File: config.mk
export PLATFORM = sky130hd
export DESIGN_NAME = sesq_status_srq
export DESIGN_NICKNAME = d
export VERILOG_FILES = /design/src/sesq_pkg.sv /design/src/sesq_sync.sv /design/src/sesq_status_srq.sv
export SDC_FILE = /design/constraint.sdc
export NUM_CORES = 1
export LEC_CHECK = 0
export BUFFER_PORTS_ARGS = -buffer_cell sky130_fd_sc_hd__buf_2
export CAP_MARGIN = 30
export CORE_ASPECT_RATIO = 0.7
export CORE_MARGIN = 8
export CORE_UTILIZATION = 35
export CTS_CLUSTER_SIZE = 10
export DETAILED_ROUTE_END_ITERATION = 8
export PLACE_DENSITY = 0.57
export SETUP_SLACK_MARGIN = 0.1
export SLEW_MARGIN = 20
export SYNTH_ARGS = -nofsm -noshare
export SYNTH_HDL_FRONTEND = slang
export SYNTH_SLANG_ARGS = --single-unit
File: constraint.sdc
create_clock -name sys_clk -period 2 [get_ports sys_clk]
set_clock_uncertainty 0.15 [all_clocks]
set_input_delay 0.2 -clock sys_clk [delete_from_list [all_inputs] [get_ports sys_clk]]
set_output_delay 0.2 -clock sys_clk [all_outputs]
set_load 0.02 [all_outputs]
File: src/sesq_pkg.sv
// status reporting package: bit positions, thresholds, commands and state
// assumes one 100 MHz clock; measured values arrive already digitised
//
// Functional notes
// - hw faults: link 5, board 4, overvolt 3, overcurrent 2, mains 1, temp 0.
// - overcurrent sets above 62 A.
// - overtemperature sets above 80 C.
// - op: crowbar 6, quench 5, inhibit 4, hot 3, mains 2, ext 1, cal 0.
// - temp high above 75 C; holds ramp and limits compliance.
// - excessive programming voltage refuses external mode and sets bit 1.
// - heater short (below 10 ohm) bit 1, open bit 0.
// - fault triple order: hardware, operational, heater.
// - fault read query returns and clears the fault registers.
// - fault enable masks written by command, read back unchanged.
// - summaries follow the masked event registers without latching.
// - message ready bit 4 set while output buffer holds data.
// - summaries: operation 7, standard 5, hw 2, op 1, heater 0; bit 3 zero.
// - fault summary needs an event bit and its enable.
// - bit 6 set when any summary and its request enable are set.
// - rising edge of bit 6 raises the service request line.
// - serial poll clears the pending request, not the master summary.
// - status byte query returns all eight bits, clears nothing.
// - master summary drops only on source clear or enable cleared.
// - request enable mask written by command, read back, never self-cleared.
// - standard: power-on 7, command 5, execution 4, query 2, complete 0.
// - operation: heater stable 2, ramp done 1, compliance 0; masked summary.
// - clear-status clears all event registers and their summaries.
package sesq_pkg;

    // hardware fault event bits
    localparam int HW_LINK_FAIL = 5;
    localparam int HW_BOARD_FAIL = 4;
    localparam int HW_OVERVOLT = 3;
    localparam int HW_OVERCURRENT = 2;
    localparam int HW_MAINS_LOW = 1;
    localparam int HW_OVERTEMP = 0;

    // operational fault event bits
    localparam int OP_CROWBAR = 6;
    localparam int OP_QUENCH = 5;
    localparam int OP_INHIBIT = 4;
    localparam int OP_TEMP_HIGH = 3;
    localparam int OP_MAINS_HIGH = 2;
    localparam int OP_EXT_PROG = 1;
    localparam int OP_CAL = 0;

    // switch heater fault event bits
    localparam int SH_SHORT = 1;
    localparam int SH_OPEN = 0;

    // status byte positions
    localparam int SB_OPER = 7;
    localparam int SB_MASTER = 6;
    localparam int SB_STD = 5;
    localparam int SB_MSG = 4;
    localparam int SB_UNUSED = 3;
    localparam int SB_HW = 2;
    localparam int SB_OPF = 1;
    localparam int SB_HEAT = 0;

    // thresholds: current in mA, temperature in 0.1 C, load in 0.1 ohm
    localparam logic [15:0] CURRENT_LIMIT_MA = 16'hF230;
    localparam logic [11:0] OVERTEMP_DECI_C = 12'h320;
    localparam logic [11:0] TEMP_HIGH_DECI_C = 12'h2EE;
    localparam logic [15:0] HEATER_SHORT_DECI_OHM = 16'h0064;

    localparam logic [7:0] BYTE_ZERO = 8'h00;
    localparam int REPLY_W = 24;

    typedef enum logic [3:0] {
        SESQ_FAULT_EN_WR,
        SESQ_FAULT_EN_RD,
        SESQ_FAULT_RDCLR,
        SESQ_STD_EN_WR,
        SESQ_STD_EN_RD,
        SESQ_STD_RDCLR,
        SESQ_OPR_EN_WR,
        SESQ_OPR_EN_RD,
        SESQ_OPR_RDCLR,
        SESQ_SRQ_EN_WR,
        SESQ_SRQ_EN_RD,
        SESQ_STB_RD,
        SESQ_CLEAR_STATUS
    } sesq_cmd_kind_t;

    typedef struct packed {
        sesq_cmd_kind_t kind;
        logic [REPLY_W-1:0] data;
    } sesq_cmd_t;

    // discrete fault pins, all asynchronous to sys_clk
    typedef struct packed {
        logic link_fail;
        logic output_board_fail;
        logic output_overvolt;
        logic mains_low;
        logic crowbar_active;
        logic magnet_quench_flag;
        logic remote_inhibit;
        logic mains_high;
        logic cal_bad;
        logic heater_open;
    } sesq_pins_t;

    // standard and operation event pulses from the firmware side
    typedef struct packed {
        logic power_on_flag;
        logic command_fault;
        logic execution_fault;
        logic query_fault;
        logic op_complete_flag;
        logic heater_stable;
        logic ramp_done;
        logic in_compliance;
    } sesq_evt_t;

    typedef struct packed {
        logic [7:0] hw_ev_r;
        logic [7:0] op_ev_r;
        logic [7:0] sh_ev_r;
        logic [7:0] hw_en_r;
        logic [7:0] op_en_r;
        logic [7:0] sh_en_r;
        logic [7:0] std_ev_r;
        logic [7:0] std_en_r;
        logic [7:0] opr_ev_r;
        logic [7:0] opr_en_r;
        logic [7:0] srq_en_r;
        logic [7:0] status_byte_r;
        logic master_prev_r;
        logic request_pending_r;
        logic [REPLY_W-1:0] reply_data_r;
        logic reply_valid_r;
        logic ramp_hold_r;
        logic compliance_limit_r;
        logic ext_prog_granted_r;
    } sesq_state_t;

endpackage

File: src/sesq_sync.sv
// two-flop synchroniser for a bundle of asynchronous level inputs
// assumes every bit is a slow level; no bus coherency is kept between bits
`timescale 1ns/1ns
module sesq_sync
#(
    parameter int W = 1
)
(
    input wire logic sys_clk,
    input wire logic reset,
    input wire logic clk_en,
    input wire logic [W-1:0] async_in,
    output logic [W-1:0] sync_out
);
    logic [W-1:0] meta_r;
    logic [W-1:0] stable_r;

    always_ff @(posedge sys_clk)
    begin
        if (reset)
        begin
            meta_r <= '0;
            stable_r <= '0;
        end
        else if (clk_en)
        begin
            meta_r <= async_in;
            stable_r <= meta_r;
        end
    end

    assign sync_out = stable_r;
endmodule

File: src/sesq_status_srq.sv
// fault event registers, status byte and service request generation
// assumes commands and event pulses come from logic on sys_clk, fault
// pins are asynchronous, and measured values are held stable by the adc
`timescale 1ns/1ns
module sesq_status_srq
import sesq_pkg::*;
#(
    parameter int CUR_W = 16,
    parameter int TEMP_W = 12,
    parameter int RES_W = 16,
    parameter int VPROG_W = 16,
    parameter logic [VPROG_W-1:0] PROG_VOLT_LIMIT = 16'h0FFF
)
(
    input wire logic sys_clk,
    input wire logic reset,
    input wire logic clk_en,
    input wire sesq_pins_t fault_pins,
    input wire logic [CUR_W-1:0] output_current_ma,
    input wire logic [TEMP_W-1:0] internal_temp_deci_c,
    input wire logic [RES_W-1:0] heater_load_deci_ohm,
    input wire logic heater_driven,
    input wire logic ext_prog_request,
    input wire logic [VPROG_W-1:0] prog_voltage,
    input wire sesq_evt_t events_in,
    input wire logic out_buffer_not_empty,
    input wire logic cmd_valid,
    input wire sesq_cmd_t cmd,
    input wire logic serial_poll,
    output logic [REPLY_W-1:0] reply_data,
    output logic reply_valid,
    output logic [7:0] status_byte,
    output logic service_request,
    output logic ramp_hold,
    output logic compliance_limit,
    output logic ext_prog_granted
);

    ////////////////////////////////////////////////////////////////////////
    // input synchronisation

    sesq_pins_t pins_s;

    sesq_sync
    #(
        .W($bits(sesq_pins_t))
    )
    u_pin_sync
    (
        .sys_clk(sys_clk),
        .reset(reset),
        .clk_en(clk_en),
        .async_in(fault_pins),
        .sync_out(pins_s)
    );

    ////////////////////////////////////////////////////////////////////////
    // fault source conditions

    logic [7:0] hw_src;
    logic [7:0] op_src;
    logic [7:0] sh_src;
    logic [7:0] std_src;
    logic [7:0] opr_src;
    logic temp_over_high;
    logic prog_too_high;

    always_comb
    begin
        temp_over_high = internal_temp_deci_c > TEMP_HIGH_DECI_C;
        prog_too_high = prog_voltage > PROG_VOLT_LIMIT;

        hw_src = BYTE_ZERO;
        hw_src[HW_LINK_FAIL] = pins_s.link_fail;
        hw_src[HW_BOARD_FAIL] = pins_s.output_board_fail;
        hw_src[HW_OVERVOLT] = pins_s.output_overvolt;
        hw_src[HW_OVERCURRENT] = output_current_ma > CURRENT_LIMIT_MA;
        hw_src[HW_MAINS_LOW] = pins_s.mains_low;
        hw_src[HW_OVERTEMP] = internal_temp_deci_c > OVERTEMP_DECI_C;

        op_src = BYTE_ZERO;
        op_src[OP_CROWBAR] = pins_s.crowbar_active;
        op_src[OP_QUENCH] = pins_s.magnet_quench_flag;
        op_src[OP_INHIBIT] = pins_s.remote_inhibit;
        op_src[OP_TEMP_HIGH] = temp_over_high;
        op_src[OP_MAINS_HIGH] = pins_s.mains_high;
        // a refused entry is flagged, never silently dropped
        op_src[OP_EXT_PROG] = ext_prog_request && prog_too_high;
        op_src[OP_CAL] = pins_s.cal_bad;

        sh_src = BYTE_ZERO;
        // a load is only meaningful while the heater is being driven
        sh_src[SH_SHORT] = heater_driven
            && (heater_load_deci_ohm < HEATER_SHORT_DECI_OHM);
        sh_src[SH_OPEN] = pins_s.heater_open;

        std_src = BYTE_ZERO;
        std_src[7] = events_in.power_on_flag;
        std_src[5] = events_in.command_fault;
        std_src[4] = events_in.execution_fault;
        std_src[2] = events_in.query_fault;
        std_src[0] = events_in.op_complete_flag;

        opr_src = BYTE_ZERO;
        opr_src[2] = events_in.heater_stable;
        opr_src[1] = events_in.ramp_done;
        opr_src[0] = events_in.in_compliance;
    end

    ////////////////////////////////////////////////////////////////////////
    // status byte from current register contents and out_buffer_not_empty

    sesq_state_t st_r;
    sesq_state_t st_nxt;
    logic [7:0] summary;
    logic master;
    logic [7:0] stb_view;

    always_comb
    begin
        summary = BYTE_ZERO;
        // plain or-reduce of events under mask, nothing latched here
        summary[SB_OPER] = |(st_r.opr_ev_r & st_r.opr_en_r);
        summary[SB_STD] = |(st_r.std_ev_r & st_r.std_en_r);
        summary[SB_MSG] = out_buffer_not_empty;
        summary[SB_UNUSED] = 1'b0;
        summary[SB_HW] = |(st_r.hw_ev_r & st_r.hw_en_r);
        summary[SB_OPF] = |(st_r.op_ev_r & st_r.op_en_r);
        summary[SB_HEAT] = |(st_r.sh_ev_r & st_r.sh_en_r);
        // bit 6 of the mask cannot feed itself
        master = |(summary & st_r.srq_en_r
            & ~(8'h01 << SB_MASTER));
        stb_view = summary;
        stb_view[SB_MASTER] = master;
    end

    ////////////////////////////////////////////////////////////////////////
    // next-state logic

    logic is_cmd;
    logic clr_all;
    logic clr_fault;
    logic clr_std;
    logic clr_opr;

    always_comb
    begin
        st_nxt = st_r;
        is_cmd = cmd_valid;
        clr_all = is_cmd && (cmd.kind == SESQ_CLEAR_STATUS);
        clr_fault = clr_all
            || (is_cmd && (cmd.kind == SESQ_FAULT_RDCLR));
        clr_std = clr_all || (is_cmd && (cmd.kind == SESQ_STD_RDCLR));
        clr_opr = clr_all || (is_cmd && (cmd.kind == SESQ_OPR_RDCLR));

        // sticky events; a source active during a clear stays set
        st_nxt.hw_ev_r = (clr_fault ? BYTE_ZERO : st_r.hw_ev_r)
            | hw_src;
        st_nxt.op_ev_r = (clr_fault ? BYTE_ZERO : st_r.op_ev_r)
            | op_src;
        st_nxt.sh_ev_r = (clr_fault ? BYTE_ZERO : st_r.sh_ev_r)
            | sh_src;
        st_nxt.std_ev_r = (clr_std ? BYTE_ZERO : st_r.std_ev_r)
            | std_src;
        st_nxt.opr_ev_r = (clr_opr ? BYTE_ZERO : st_r.opr_ev_r)
            | opr_src;

        st_nxt.reply_valid_r = 1'b0;
        st_nxt.reply_data_r = st_r.reply_data_r;

        if (is_cmd)
        begin
            unique case (cmd.kind)
                SESQ_FAULT_EN_WR:
                begin
                    st_nxt.hw_en_r = cmd.data[23:16];
                    st_nxt.op_en_r = cmd.data[15:8];
                    st_nxt.sh_en_r = cmd.data[7:0];
                end
                SESQ_FAULT_EN_RD:
                begin
                    st_nxt.reply_data_r = {st_r.hw_en_r, st_r.op_en_r,
                        st_r.sh_en_r};
                    st_nxt.reply_valid_r = 1'b1;
                end
                SESQ_FAULT_RDCLR:
                begin
                    st_nxt.reply_data_r = {st_r.hw_ev_r, st_r.op_ev_r,
                        st_r.sh_ev_r};
                    st_nxt.reply_valid_r = 1'b1;
                end
                SESQ_STD_EN_WR:
                begin
                    st_nxt.std_en_r = cmd.data[7:0];
                end
                SESQ_STD_EN_RD:
                begin
                    st_nxt.reply_data_r = {16'h0000, st_r.std_en_r};
                    st_nxt.reply_valid_r = 1'b1;
                end
                SESQ_STD_RDCLR:
                begin
                    st_nxt.reply_data_r = {16'h0000, st_r.std_ev_r};
                    st_nxt.reply_valid_r = 1'b1;
                end
                SESQ_OPR_EN_WR:
                begin
                    st_nxt.opr_en_r = cmd.data[7:0];
                end
                SESQ_OPR_EN_RD:
                begin
                    st_nxt.reply_data_r = {16'h0000, st_r.opr_en_r};
                    st_nxt.reply_valid_r = 1'b1;
                end
                SESQ_OPR_RDCLR:
                begin
                    st_nxt.reply_data_r = {16'h0000, st_r.opr_ev_r};
                    st_nxt.reply_valid_r = 1'b1;
                end
                SESQ_SRQ_EN_WR:
                begin
                    // writing zero or a reset is the only way to clear the mask
                    st_nxt.srq_en_r = cmd.data[7:0];
                end
                SESQ_SRQ_EN_RD:
                begin
                    st_nxt.reply_data_r = {16'h0000, st_r.srq_en_r};
                    st_nxt.reply_valid_r = 1'b1;
                end
                SESQ_STB_RD:
                begin
                    // reads the master summary, clears nothing
                    st_nxt.reply_data_r = {16'h0000, stb_view};
                    st_nxt.reply_valid_r = 1'b1;
                end
                SESQ_CLEAR_STATUS: ;
                default: ;
            endcase
        end

        // request service: raised on each rising edge of master summary
        st_nxt.master_prev_r = master;
        if (master && !st_r.master_prev_r)
        begin
            st_nxt.request_pending_r = 1'b1;
        end
        else if (serial_poll)
        begin
            st_nxt.request_pending_r = 1'b0;
        end

        // a poll answers with the request bit in place of the master bit
        if (serial_poll && !(is_cmd && (cmd.kind != SESQ_CLEAR_STATUS)
            && (cmd.kind != SESQ_FAULT_EN_WR)
            && (cmd.kind != SESQ_STD_EN_WR)
            && (cmd.kind != SESQ_OPR_EN_WR)
            && (cmd.kind != SESQ_SRQ_EN_WR)))
        begin
            st_nxt.reply_data_r = {16'h0000, summary[7:7],
                st_r.request_pending_r, summary[5:0]};
            st_nxt.reply_valid_r = 1'b1;
        end

        st_nxt.status_byte_r = stb_view;
        // heating relief follows the temperature-high event bit
        st_nxt.ramp_hold_r = st_nxt.op_ev_r[OP_TEMP_HIGH];
        st_nxt.compliance_limit_r = st_nxt.op_ev_r[OP_TEMP_HIGH];
        st_nxt.ext_prog_granted_r = ext_prog_request
            && !prog_too_high;
    end

    ////////////////////////////////////////////////////////////////////////
    // state register

    always_ff @(posedge sys_clk)
    begin
        if (reset)
        begin
            st_r <= '0;
        end
        else if (clk_en)
        begin
            st_r <= st_nxt;
        end
    end

    ////////////////////////////////////////////////////////////////////////
    // outputs, each straight from the state register

    assign reply_data = st_r.reply_data_r;
    assign reply_valid = st_r.reply_valid_r;
    assign status_byte = st_r.status_byte_r;
    assign service_request = st_r.request_pending_r;
    assign ramp_hold = st_r.ramp_hold_r;
    assign compliance_limit = st_r.compliance_limit_r;
    assign ext_prog_granted = st_r.ext_prog_granted_r;

endmodule

==> results.sh <==
export IMPL_route_vias_total=5708
export IMPL_synth_area_sq_um=5840
export IMPL_netlist_top_cells_area="dfxtp_1, mux2i_1, nor2_1"
export IMPL_layout_area_seq_sq_um=2500
export IMPL_hold_class="input port to flop"
export IMPL_dr_pass1_iters=5
export IMPL_path_clk_slew_ns=0.06
export IMPL_dp_hpwl_um=14100
export IMPL_chipWidth_um=170
export IMPL_netlist_area_leader_share_pct=42.9
export IMPL_min_period_over_period_pct=95.4
export IMPL_start_util_pct=35.8
export IMPL_post_drt_wl_per_cell_um=17.8
export IMPL_worstReg2RegStart="st_r[69]"
export IMPL_critPathRequiredTime_ns=2.12
export IMPL_diodes=0
export IMPL_critPathLaunchType="flop"
export IMPL_syn_inst=671
export IMPL_crit_fanout=3
export IMPL_cts_buffers=17
export IMPL_io_buffers=135
export IMPL_rr_endpoint="reply_data[6]"
export IMPL_hold_viol=0
export IMPL_finalWeightedCongestion=0.915
export IMPL_syn_nets=785
export IMPL_core_area_sq_um=16300
export IMPL_cts_root_buf="clkbuf_16"
export IMPL_p_per_area_nw_per_um2=803
export IMPL_path_class="flop to flop"
export IMPL_crit_path_start="st_r[69]"
export IMPL_worstSkewPairLatency_ns=0.41
export IMPL_maxSlewHeadroom_pct=62.5
export IMPL_drive_gt1_share_pct=29.1
export IMPL_synthToLayoutAreaGrowth_pct=36.4
export IMPL_grt_pass1_wl_um=30400
export IMPL_route_antenna_remaining_nets=0
export IMPL_fmax_mhz=524
export IMPL_rrSetupSlack_ns=0.09
export IMPL_min_from="output_current_ma[14]"
export IMPL_io_pins=151
export IMPL_cts_tree="done"
export IMPL_status="finished, final reports clean"
export IMPL_rsz0062_at_grt="yes"
export IMPL_synthArstFlopShare_pct=0
export IMPL_clk_path_buf_depth=2
export IMPL_antenna_found_initial=0
export IMPL_drtIter0Drc=414
export IMPL_synth_edf_count=0
export IMPL_die_area_sq_um=21100
export IMPL_synth_common_cells="dfxtp_1, nor2_1, nand2_1"
export IMPL_p_leak_nw=3.29
export IMPL_grt_max_degree=126
export IMPL_yosysTopAreaCell="dfxtp_1"
export IMPL_fin_cells=1092
export IMPL_overflow=0
export IMPL_die_h_um=124
export IMPL_tightestPinTransition_ns=0.562
export IMPL_viasPerCell=5.23
export IMPL_post_route_drc_count=0
export IMPL_multi_input_area_sq_um=2870
export IMPL_fill_cells=1584
export IMPL_clkSinkCount=125
export IMPL_power_total_mw=6.39
export IMPL_cp_end_kind="flop"
export IMPL_worstRegToRegCells=6
export IMPL_drv_cap=0
export IMPL_first_global_vias=5550
export IMPL_synth_avg_cell_area_sq_um=8.70
export IMPL_htreeDepth=4
export IMPL_drt_wl_total_um=19400
export IMPL_drv_slew=0
export IMPL_grtUsageTotal_pct=18.2
export IMPL_critPathCapture="reply_data[6]"
export IMPL_ir_drop_mv=0.459
export IMPL_dpl_cell_count=1008
export IMPL_yosysWarnings=0
export IMPL_fin_crit_ns=1.91
export IMPL_finalSetupViolCount=0
export IMPL_yosysMostFrequentCell="dfxtp_1"
export IMPL_ys_types=64
export IMPL_synthFlopType="dfxtp_1"
export IMPL_rows=39
export IMPL_arrival_ns=2.03
export IMPL_synth_seq_cells=125
export IMPL_yosysSeqAreaShare_pct=42.9
export IMPL_nets=968
kinds of logic (layout without fill, tap and decap cells):
family | after synthesis | after routing | share of synthesized area (%)
other | 1 | 1 | 0.0642
buffers and inverters | 87 | 283 | 8.27
XOR/XNOR | 2 | 2 | 0.300
multiplexers | 51 | 51 | 8.79
flip-flops | 125 | 125 | 42.9
AO/OA/AOI/OAI | 186 | 186 | 22.2
AND/OR/NAND/NOR | 219 | 219 | 17.5
how the worst min path moves through the flow:
| stage | end | slack [ns] | cells past startpoint |
|---|---|---|---|
| final | st_r[120] | 0.03 | 4 |
| after floorplan | st_r[101] | 0.19 | 2 |
| after global routing | st_r[113] | 0.04 | 4 |
| after global placement | u_pin_sync.meta_r[1] | 0.28 | 3 |
| after detailed placement | u_pin_sync.meta_r[1] | 0.29 | 3 |
| after CTS | st_r[103] | 0.002 | 4 |
where the power goes:
part	switching (mW)	leakage, nW	total, mW	internal (mW)
combinational	0.383	1.99	0.718	0.336
sequential	0.0464	1.02	2.60	2.56
clock	1.21	0.282	3.07	1.86
final cells by class:
type	count	area share (%)
flip-flops and latches	125	31.4
clock buffers	18	5.39
multi-input cells	459	36.0
inverters	5	0.236
well taps	225	3.54
clock inverters	14	2.00
repair buffers	246	21.4
per-layer routing:
layer | routed length [um] | part of all wire [%] | GRT usage, %
met5 | 0 | 0 | 0
met4 | 250 | 1.3 | 5.57
met3 | 1500 | 7.8 | 4.65
met1 | 9410 | 49 | 25.9
met2 | 8220 | 42 | 26.6
metrics by stage:
stage | utilization, % | hold slack, ns | area (sq um) | setup WS (ns) | TNS, ns
after CTS | 48.9 | 0.00249 | 7960 | 0.109 | 0
after global routing | 48.9 | 0.0430 | 7960 | 0.0395 | 0
final | 48.9 | 0.0302 | 7960 | 0.0918 | 0
after global placement | 42.0 | 0.284 | 6850 | -0.0418 | -0.0783
after detailed placement | 42.0 | 0.294 | 6850 | -0.0559 | -0.135
after floorplan | - | 0.186 | 5840 | 0.134 | 0
placed cells by master, fill, tap and decap left out, types with 3 or more instances in the layout:
cell	instances
nor4_1	4
o22ai_1	3
mux2i_1	49
or3_1	3
nor2b_1	7
and3_1	5
o21ai_1	4
nor3b_1	5
a311oi_1	5
nand2_1	68
inv_6	5
buf_2	134
dfxtp_1	125
a222oi_1	4
dlygate4sd3_1	48
clkinv_4	4
inv_1	5
clkbuf_16	17
o21ai_0	17
a22oi_1	34
nand4_1	3
o21ai_2	6
a32oi_1	4
buf_12	6
nand3b_1	4
a211oi_1	7
nand3_1	24
nor3_1	3
nor2_1	80
a21oi_1	56
buf_4	58
a22o_1	15
registers in the layout (all words and copies together), names as in the netlist:
name and flops:
st_r 71, status_byte 7, u_pin_sync.sync_out 10, ext_prog_granted 1
reply_data 24, reply_valid 1, service_request 1, u_pin_sync.meta_r 10
worst max-delay path, stage by stage, from the launching register on:
cell and delay (ns):
dfxtp_1 0.31, a222oi_1 0.45, a21boi_1 0.20, a2111oi_2 0.30, buf_4 0.19, or2_2 0.10, a311oi_1 0.07
repair_timing:
action / in CTS / in global routing
pin swaps: 5 / 2
buffers inserted: 4 / 0
hold buffers: 48 / 0
setup endpoints to repair: 3 / 2
gates resized for setup: 3 / 0
hold endpoints to repair: 70 / 0
Power figures use the tool's default switching activity.
